==> src/common/dlm_pkg.sv <==
// Register map, field layout and reset values of the device lock and module standby block.
package dlm_pkg;
    // Register byte addresses on the APB.
    localparam logic [7:0] DLM_ADDR_PORT_LOCK = 8'h00;
    localparam logic [7:0] DLM_ADDR_STANDBY0 = 8'h04;
    localparam logic [7:0] DLM_ADDR_STANDBY1 = 8'h08;
    localparam logic [7:0] DLM_ADDR_BOOT_CTRL = 8'h0C;
    localparam logic [7:0] DLM_ADDR_ANALOG = 8'h10;
    localparam int DLM_ADDR_W = 8;

    // Port lock register.
    localparam int DLM_LOCK_BIT = 0;
    localparam logic DLM_LOCK_RESET = 1'b1;

    // Standby register 0: implemented bits and reset value.
    localparam logic [31:0] DLM_SR0_MASK = 32'hC7F6BB8F;
    localparam logic [31:0] DLM_SR0_RESET = 32'h00000100;

    // Standby register 1: implemented bits, reset value and cpu clock mode field.
    localparam logic [31:0] DLM_SR1_MASK = 32'h0000FFC7;
    localparam logic [31:0] DLM_SR1_RESET = 32'h00000001;
    localparam logic [31:0] DLM_SR1_CPU_CLOCK_MODE_MASK = 32'h00000007;
    localparam logic [3:0] DLM_STRB_FULL = 4'hF;

    // Boot control register: flash write enable bit, also its place in the boot config word.
    localparam int DLM_EWE_BIT = 0;
    localparam logic DLM_EWE_RESET = 1'b0;

    // Analog status register: two sticky error flags and the special output select field.
    localparam int DLM_CORE_ERR_BIT = 0;
    localparam int DLM_FLASH_ERR_BIT = 1;
    localparam int DLM_SEL_LSB = 4;
    localparam int DLM_SEL_MSB = 5;
    localparam logic [1:0] DLM_SEL_RESET = 2'h0;

    // Special output sources.
    localparam logic [1:0] DLM_SEL_PLL_LOCK = 2'h0;
    localparam logic [1:0] DLM_SEL_CORE_OVL = 2'h1;
    localparam logic [1:0] DLM_SEL_FLASH_OVL = 2'h2;

    // Indices of the pin inputs that pass the synchroniser.
    localparam int DLM_SYNC_N = 4;
    localparam int DLM_SYNC_CORE = 0;
    localparam int DLM_SYNC_FLASH = 1;
    localparam int DLM_SYNC_PLL = 2;
    localparam int DLM_SYNC_WAKE = 3;

    // Bus answer states.
    typedef enum logic [1:0]
    {
        DLM_BUS_IDLE = 2'b01,
        DLM_BUS_ACCESS = 2'b10
    } dlm_bus_e;
endpackage : dlm_pkg

==> src/hw/dlm_core.sv <==
// Device lock, flash write enable, module standby registers and regulator error flags behind APB.
//
// Decided for this implementation: the address map and the APB interface to the registers.
`timescale 1ns/1ns
module dlm_core
    import dlm_pkg::*;
(
    // Clock and power-on reset.
    input wire logic I_MCLK,
    input wire logic I_RST,
    // Non power-on system reset, same clock domain.
    input wire logic I_SOFT_RST,
    // APB slave.
    input wire logic I_PSEL,
    input wire logic I_PENABLE,
    input wire logic I_PWRITE,
    input wire logic [DLM_ADDR_W-1:0] I_PADDR,
    input wire logic [31:0] I_PWDATA,
    input wire logic [3:0] I_PSTRB,
    output logic O_PREADY,
    output logic O_PSLVERR,
    output logic [31:0] O_PRDATA,
    // Boot config word captured at reset exit.
    input wire logic I_BOOT_LOAD,
    input wire logic [31:0] I_BOOT_WORD,
    // Asynchronous pins: regulator overloads, pll lock, wake-up.
    input wire logic I_CORE_OVERLOAD,
    input wire logic I_FLASH_OVERLOAD,
    input wire logic I_PLL_LOCK,
    input wire logic I_WAKEUP,
    // Flash write requests from test bus and internal buses.
    input wire logic I_TEST_WR_REQ,
    input wire logic I_INT_WR_REQ,
    // Gated flash writes and lock state.
    output logic O_TEST_WR_ALLOW,
    output logic O_INT_WR_ALLOW,
    output logic O_TEST_PORT_ENABLE,
    output logic O_FLASH_WRITE_ENABLE,
    // Reset request and special output pin.
    output logic O_RESET_REQ,
    output logic O_SPECIAL_OUTPUT_PIN,
    // Module standby controls.
    output logic [31:0] O_STANDBY0,
    output logic [31:0] O_STANDBY1
);

    // Synchroniser stages for the pin inputs.
    logic [DLM_SYNC_N-1:0] sync1_q;
    logic [DLM_SYNC_N-1:0] sync2_q;
    logic [DLM_SYNC_N-1:0] pin_raw;

    // Register state.
    logic port_lock_bit_q;
    logic flash_write_enable_q;
    logic [31:0] module_standby_reg0_q;
    logic [31:0] module_standby_reg1_q;
    logic core_reg_error_flag_q;
    logic flash_supply_error_flag_q;
    logic [1:0] special_output_select_q;
    logic wake_prev_q;
    logic [31:0] prdata_q;
    logic pslverr_q;
    dlm_bus_e bus_state_q;

    // Decoded bus controls.
    logic wr_en;
    logic rd_setup;
    logic hit_lock;
    logic hit_sr0;
    logic hit_sr1;
    logic hit_boot;
    logic hit_analog;
    logic mapped;
    logic wake_pulse;
    logic [31:0] strb_mask;
    logic [31:0] sr1_mask;
    logic [31:0] rd_d;

    assign pin_raw[DLM_SYNC_CORE] = I_CORE_OVERLOAD;
    assign pin_raw[DLM_SYNC_FLASH] = I_FLASH_OVERLOAD;
    assign pin_raw[DLM_SYNC_PLL] = I_PLL_LOCK;
    assign pin_raw[DLM_SYNC_WAKE] = I_WAKEUP;

    // Two-flop synchronisers, one per pin; only the second stage feeds logic.
    genvar gi;
    generate
        for (gi = 0; gi < DLM_SYNC_N; gi++)
        begin : g_sync
            always_ff @(posedge I_MCLK or posedge I_RST)
            begin
                if (I_RST)
                begin
                    sync1_q[gi] <= 1'b0;
                    sync2_q[gi] <= 1'b0;
                end
                else
                begin
                    sync1_q[gi] <= pin_raw[gi];
                    sync2_q[gi] <= sync1_q[gi];
                end
            end
        end
    endgenerate

    // Byte strobes widened to a bit mask.
    generate
        for (gi = 0; gi < 4; gi++)
        begin : g_strb
            assign strb_mask[gi*8 +: 8] = {8{I_PSTRB[gi]}};
        end
    endgenerate

    // Address decode; every access completes with no wait states.
    assign hit_lock = (I_PADDR == DLM_ADDR_PORT_LOCK);
    assign hit_sr0 = (I_PADDR == DLM_ADDR_STANDBY0);
    assign hit_sr1 = (I_PADDR == DLM_ADDR_STANDBY1);
    assign hit_boot = (I_PADDR == DLM_ADDR_BOOT_CTRL);
    assign hit_analog = (I_PADDR == DLM_ADDR_ANALOG);
    assign mapped = hit_lock | hit_sr0 | hit_sr1 | hit_boot | hit_analog;
    assign wr_en = I_PSEL & I_PENABLE & I_PWRITE & mapped;
    assign rd_setup = I_PSEL & ~I_PENABLE;
    assign O_PREADY = 1'b1;
    assign O_PSLVERR = pslverr_q & I_PSEL & I_PENABLE & (bus_state_q == DLM_BUS_ACCESS);
    assign O_PRDATA = prdata_q;

    // Cpu clock mode is masked out unless all four strobes are set.
    assign sr1_mask = (I_PSTRB == DLM_STRB_FULL) ? DLM_SR1_MASK : (DLM_SR1_MASK & ~DLM_SR1_CPU_CLOCK_MODE_MASK);

    // Wake-up is taken on its rising edge after synchronisation.
    assign wake_pulse = sync2_q[DLM_SYNC_WAKE] & ~wake_prev_q;

    // Bus phase tracker, used to flag errors in the access cycle that follows a setup.
    always_ff @(posedge I_MCLK or posedge I_RST)
    begin
        if (I_RST)
        begin
            bus_state_q <= DLM_BUS_IDLE;
        end
        else
        begin
            case (bus_state_q)
                DLM_BUS_IDLE: bus_state_q <= rd_setup ? DLM_BUS_ACCESS : DLM_BUS_IDLE;
                DLM_BUS_ACCESS: bus_state_q <= rd_setup ? DLM_BUS_ACCESS : DLM_BUS_IDLE;
                default: bus_state_q <= DLM_BUS_IDLE;
            endcase
        end
    end

    // Read mux; unused bits read zero.
    always_comb
    begin
        rd_d = 32'h00000000;
        if (hit_lock)
        begin
            rd_d[DLM_LOCK_BIT] = port_lock_bit_q;
        end
        else if (hit_sr0)
        begin
            rd_d = module_standby_reg0_q & DLM_SR0_MASK;
        end
        else if (hit_sr1)
        begin
            rd_d = module_standby_reg1_q & DLM_SR1_MASK;
        end
        else if (hit_boot)
        begin
            rd_d[DLM_EWE_BIT] = flash_write_enable_q;
        end
        else if (hit_analog)
        begin
            rd_d[DLM_CORE_ERR_BIT] = core_reg_error_flag_q;
            rd_d[DLM_FLASH_ERR_BIT] = flash_supply_error_flag_q;
            rd_d[DLM_SEL_MSB:DLM_SEL_LSB] = special_output_select_q;
        end
    end

    // Read data and error are captured in the setup cycle, so they come from flops in the access cycle.
    always_ff @(posedge I_MCLK or posedge I_RST)
    begin
        if (I_RST)
        begin
            prdata_q <= 32'h00000000;
            pslverr_q <= 1'b0;
        end
        else if (rd_setup)
        begin
            prdata_q <= I_PWRITE ? 32'h00000000 : rd_d;
            pslverr_q <= ~mapped;
        end
    end

    // Port lock survives a soft reset, so software can clear it and reboot through the test port.
    always_ff @(posedge I_MCLK or posedge I_RST)
    begin
        if (I_RST)
        begin
            port_lock_bit_q <= DLM_LOCK_RESET;
            wake_prev_q <= 1'b0;
        end
        else
        begin
            wake_prev_q <= sync2_q[DLM_SYNC_WAKE];
            if (wake_pulse)
            begin
                port_lock_bit_q <= DLM_LOCK_RESET;
            end
            else if (wr_en && hit_lock && I_PSTRB[0])
            begin
                port_lock_bit_q <= I_PWDATA[DLM_LOCK_BIT];
            end
        end
    end

    // Test port is usable only while unlocked.
    assign O_TEST_PORT_ENABLE = ~port_lock_bit_q;

    // Flash write enable: cleared by any reset, loaded from the boot word, then software writable.
    always_ff @(posedge I_MCLK or posedge I_RST)
    begin
        if (I_RST)
        begin
            flash_write_enable_q <= DLM_EWE_RESET;
        end
        else if (I_SOFT_RST)
        begin
            flash_write_enable_q <= DLM_EWE_RESET;
        end
        else if (I_BOOT_LOAD)
        begin
            flash_write_enable_q <= I_BOOT_WORD[DLM_EWE_BIT];
        end
        else if (wr_en && hit_boot && I_PSTRB[0])
        begin
            flash_write_enable_q <= I_PWDATA[DLM_EWE_BIT];
        end
    end

    // Every flash write or erase path is gated by the enable, external and internal alike.
    assign O_TEST_WR_ALLOW = I_TEST_WR_REQ & flash_write_enable_q & ~port_lock_bit_q;
    assign O_INT_WR_ALLOW = I_INT_WR_REQ & flash_write_enable_q;
    assign O_FLASH_WRITE_ENABLE = flash_write_enable_q;

    // Standby register 0: per-byte writes, unused bits forced to zero.
    always_ff @(posedge I_MCLK or posedge I_RST)
    begin
        if (I_RST)
        begin
            module_standby_reg0_q <= DLM_SR0_RESET;
        end
        else if (I_SOFT_RST)
        begin
            module_standby_reg0_q <= DLM_SR0_RESET;
        end
        else if (wr_en && hit_sr0)
        begin
            // Byte lanes hold fields.
            module_standby_reg0_q <= ((module_standby_reg0_q & ~strb_mask) | (I_PWDATA & strb_mask))
                & DLM_SR0_MASK;
        end
    end

    // Standby register 1: cpu clock mode is protected against narrow writes.
    always_ff @(posedge I_MCLK or posedge I_RST)
    begin
        if (I_RST)
        begin
            module_standby_reg1_q <= DLM_SR1_RESET;
        end
        else if (I_SOFT_RST)
        begin
            module_standby_reg1_q <= DLM_SR1_RESET;
        end
        else if (wr_en && hit_sr1)
        begin
            module_standby_reg1_q <= ((module_standby_reg1_q & ~(strb_mask & sr1_mask))
                | (I_PWDATA & strb_mask & sr1_mask)) & DLM_SR1_MASK;
        end
    end

    assign O_STANDBY0 = module_standby_reg0_q;
    assign O_STANDBY1 = module_standby_reg1_q;

    // Sticky error flags: overload sets, a one clears, and a set in the same cycle wins.
    always_ff @(posedge I_MCLK or posedge I_RST)
    begin
        if (I_RST)
        begin
            core_reg_error_flag_q <= 1'b0;
            flash_supply_error_flag_q <= 1'b0;
        end
        else
        begin
            if (sync2_q[DLM_SYNC_CORE])
            begin
                core_reg_error_flag_q <= 1'b1;
            end
            else if (wr_en && hit_analog && I_PSTRB[0] && I_PWDATA[DLM_CORE_ERR_BIT])
            begin
                core_reg_error_flag_q <= 1'b0;
            end
            if (sync2_q[DLM_SYNC_FLASH])
            begin
                flash_supply_error_flag_q <= 1'b1;
            end
            else if (wr_en && hit_analog && I_PSTRB[0] && I_PWDATA[DLM_FLASH_ERR_BIT])
            begin
                flash_supply_error_flag_q <= 1'b0;
            end
        end
    end

    // Special output source select; kept over soft reset would hide the cause, so it clears.
    always_ff @(posedge I_MCLK or posedge I_RST)
    begin
        if (I_RST)
        begin
            special_output_select_q <= DLM_SEL_RESET;
        end
        else if (I_SOFT_RST)
        begin
            special_output_select_q <= DLM_SEL_RESET;
        end
        else if (wr_en && hit_analog && I_PSTRB[0])
        begin
            special_output_select_q <= I_PWDATA[DLM_SEL_MSB:DLM_SEL_LSB];
        end
    end

    // Output pin from a flop so it carries no decode glitches.
    always_ff @(posedge I_MCLK or posedge I_RST)
    begin
        if (I_RST)
        begin
            O_SPECIAL_OUTPUT_PIN <= 1'b0;
        end
        else
        begin
            case (special_output_select_q)
                DLM_SEL_PLL_LOCK: O_SPECIAL_OUTPUT_PIN <= sync2_q[DLM_SYNC_PLL];
                DLM_SEL_CORE_OVL: O_SPECIAL_OUTPUT_PIN <= sync2_q[DLM_SYNC_CORE];
                DLM_SEL_FLASH_OVL: O_SPECIAL_OUTPUT_PIN <= sync2_q[DLM_SYNC_FLASH];
                default: O_SPECIAL_OUTPUT_PIN <= 1'b0;
            endcase
        end
    end

    // Overload requests a reset for as long as it lasts; the reset logic outside stretches it.
    assign O_RESET_REQ = sync2_q[DLM_SYNC_CORE] | sync2_q[DLM_SYNC_FLASH];

endmodule : dlm_core

==> config.mk <==
export PLATFORM = sky130hd
export DESIGN_NAME = dlm_core
export DESIGN_NICKNAME = d
export VERILOG_FILES = /design/src/common/dlm_pkg.sv /design/src/hw/dlm_core.sv
export SDC_FILE = /design/constraint.sdc
export NUM_CORES = 1
export LEC_CHECK = 0
export BUFFER_PORTS_ARGS = -buffer_cell sky130_fd_sc_hd__buf_2
export CAP_MARGIN = 10
export CORE_ASPECT_RATIO = 0.8
export CORE_MARGIN = 5
export CORE_UTILIZATION = 49
export DETAILED_ROUTE_END_ITERATION = 8
export GPL_TIMING_DRIVEN = 0
export PLACE_DENSITY = 0.95
export SYNTH_ARGS = -nofsm -noshare
export SYNTH_HDL_FRONTEND = slang
export SYNTH_SLANG_ARGS = --single-unit
==> constraint.sdc <==
create_clock -name I_MCLK -period 4.2 [get_ports I_MCLK]
set_clock_uncertainty 0.1 [all_clocks]
set_input_delay 0.84 -clock I_MCLK [delete_from_list [all_inputs] [get_ports I_MCLK]]
set_output_delay 0.84 -clock I_MCLK [all_outputs]
set_load 0.02 [all_outputs]
==> impl_metrics.tcl <==
set metrics [dict create \
    ys_async_sr_fraction_pct 100 \
    n_antenna_cell 0 \
    antenna_found_initial 0 \
    r2r_slack_ps 2900 \
    core_area_um2 7430 \
    grt_usage_pct 21.2 \
    drive_gt1_share_pct 39.4 \
    power.density_nw_per_um2 336 \
    wl_per_cell_um 16.5 \
    slew_headroom_pct 45.3 \
    min_path_type "reg -> reg" \
    yosysMostFrequentCell "dfrtp_1" \
    cts_root_buffer "clkbuf_8" \
    cts_tree "built" \
    cts_hold_buf 0 \
    synth_area_um2 3740 \
    initial_utilization_pct 50.4 \
    grt_pass1_vias 3037 \
    multiInputGateArea_um2 1460 \
    netlist_top_cells_area "dfrtp_1 51%, mux2i_1 7.8%, buf_4 7.2%, a22o_1 5.4%, nor2_1 3.5%" \
    drc 0 \
    wl_mm 9.97 \
    cp_data_arrival_time_ps 2920 \
    crit_type "in -> reg" \
    vias_per_cell 5.04 \
    grt_max_degree 45 \
    antenna_left 0 \
    end_kind "flop" \
    grt_pass1_wl_mm 15.5 \
    crit_fanout 10 \
    die-height_um 88.2 \
    dpl_cell_area_um2 4620 \
    die_w_um 108 \
    hold_start "sync1_q[0]" \
    clkTransAtPathRegs_ps 80 \
    fmax_mhz 364 \
    reg2reg_from "port_lock_bit_q" \
    max-clock-path-buffers 2 \
    setup_violations 0 \
    fin_nets 585 \
    p_leak_nw 2.66 \
    insertion_delay_ps 340 \
    ys_seq_area_share_pct 54.3 \
    vdd.ir_drop.worst_mv 0.250 \
    syn-mean-instance-area_um2 11.3 \
    cts_resized 0 \
    final.period_utilization_pct 65.5 \
    status "complete, no violations" \
    fin_tns_setup_ps 0 \
    drt-pass1-iter-count 4 \
    fp.dieArea_um2 9500 \
    dp_hpwl_mm 7.67 \
    maxSlewViolCount 0 \
    fin_area_um2 4870 \
    yosysWarnings 0 \
    maxCapViolCount 0 \
    final_cells 605 \
    rows 28 \
    synthCells 330 \
    grt_overflow 0 \
    ys_types 45 \
    crit_start "I_PADDR[2]" \
    synth-edff-count 0 \
    post-synth-top-area-cell "dfrtp_1" \
    fillCellCount 642 \
    dp.cells 589 \
    tightest_slew_ps 812 \
    via_count 3047 \
    cts-buffers-inserted 9 \
    clock_sinks 81 \
    post_cts_buffers 0 \
    synth-seq-cells 81 \
    critical_path.startpoint_type "input pin" \
    synthFlopType "dfrtp_1" \
    ff_latch_area_um2 2030 \
    synthToLayoutAreaGrowth_pct 30.0 \
    ios 193 \
    rsz0062_at_grt "false" \
    htreeDepth 3 \
    portBuffers 120 \
    dr.first_iter.drc_count 232 \
    yosys-top-cells-count "77 x dfrtp_1, 36 x buf_4, 35 x nor2_1" \
    gp_congestion 0.928 \
    timing.final.crit_period_ps 2750 \
    worstPathRequired_ps 4370 \
    yosys.area.top_type_share_pct 51.5 \
    finalHoldViolCount 0 \
]
-- layout by cell type (no fill, tap or decap), drive strengths merged, types with 2 or more instances in the layout --
master	count
buf	161
dfrtp	77
nor2	35
conb	35
mux2i	29
nand2	26
a22o	23
clkbuf	22
nor4	11
a22oi	8
inv	8
nand2b	5
dfstp	4
a21o	4
a211oi	4
and3	4
or3b	4
o21ai	3
and4	3
bufinv	3
or3	2
or2	2
or4	2
nand4	2
nand3	2
nor3	2
a21oi	2
nor3b	2
clkinv	2
-- final cells by class --
class | count | area share, %
Inverter | 8 | 0.668
Sequential cell | 81 | 41.7
Clock buffer | 11 | 2.90
Buffer | 51 | 7.07
Clock inverter | 5 | 2.13
Tap cell | 105 | 2.70
Multi-Input combinational cell | 223 | 30.0
Timing Repair Buffer | 121 | 12.8
-- layer usage --
| metal | wire length [µm] | GRT usage [%] | vias to the layer above |
|---|---|---|---|
| met4 | 121 | 5.73 | 0 |
| met5 | 0 | 0 | - |
| met2 | 4820 | 35.7 | 138 |
| li1 | - | - | 1428 |
| met3 | 809 | 4.57 | 16 |
| met1 | 4230 | 28.1 | 1465 |
-- registers in the layout, indices dropped and copies added, names as in the netlist --
signal	cells
bus_state_q	2
O_SPECIAL_OUTPUT_PIN	1
sync2_q	4
O_PRDATA	27
special_output_select_q	2
pslverr_q	1
O_STANDBY1	13
core_reg_error_flag_q	1
O_STANDBY0	22
port_lock_bit_q	1
flash_supply_error_flag_q	1
wake_prev_q	1
sync1_q	4
O_FLASH_WRITE_ENABLE	1
-- path summary, 6_finish.rpt --
check | to | cells past startpoint
min | sync2_q[0] | 0
max reg2reg | O_PRDATA[0] | 4
max in group asynchronous | port_lock_bit_q | 3
max | O_STANDBY1[12] | 7
min reg2reg | sync2_q[0] | 0
min in group asynchronous | O_STANDBY1[2] | 2
-- kinds of logic after synthesis --
family	Yosys count	share of synthesized area (%)
AO/OA/AOI/OAI	50	10.6
buffers and inverters	59	9.99
multiplexers	30	8.05
flip-flops	81	54.3
adder cells (fa/ha/maj)	1	0.334
AND/OR/NAND/NOR	107	16.6
other	2	0.201
-- power breakdown --
group | total, mW | switching (mW) | internal [mW]
registers | 0.792 | 0.00384 | 0.788
logic | 0.154 | 0.0982 | 0.0558
clock network | 0.688 | 0.276 | 0.412
-- worst max-delay path, cell delays in order --
cell and delay, ps:
buf_2 100, clkbuf_1 200, nor4_1 760, and3_1 290, nor2b_1 130, clkbuf_1 370
a22o_1 220
-- stage by stage --
step                      hold slack [ps]  worst slack (ps)  util [%]  total power [mW]
after floorplan                       231              1190         -             0.905
after global placement                233               381      61.9             0.954
after detailed placement              235              1150      62.2             0.959
final                                 254              1450      65.5              1.63
after global routing                  259              1340      65.5              1.69
after CTS                             255              1500      65.5              1.65
No activity file was read; power rests on OpenSTA's default activity.
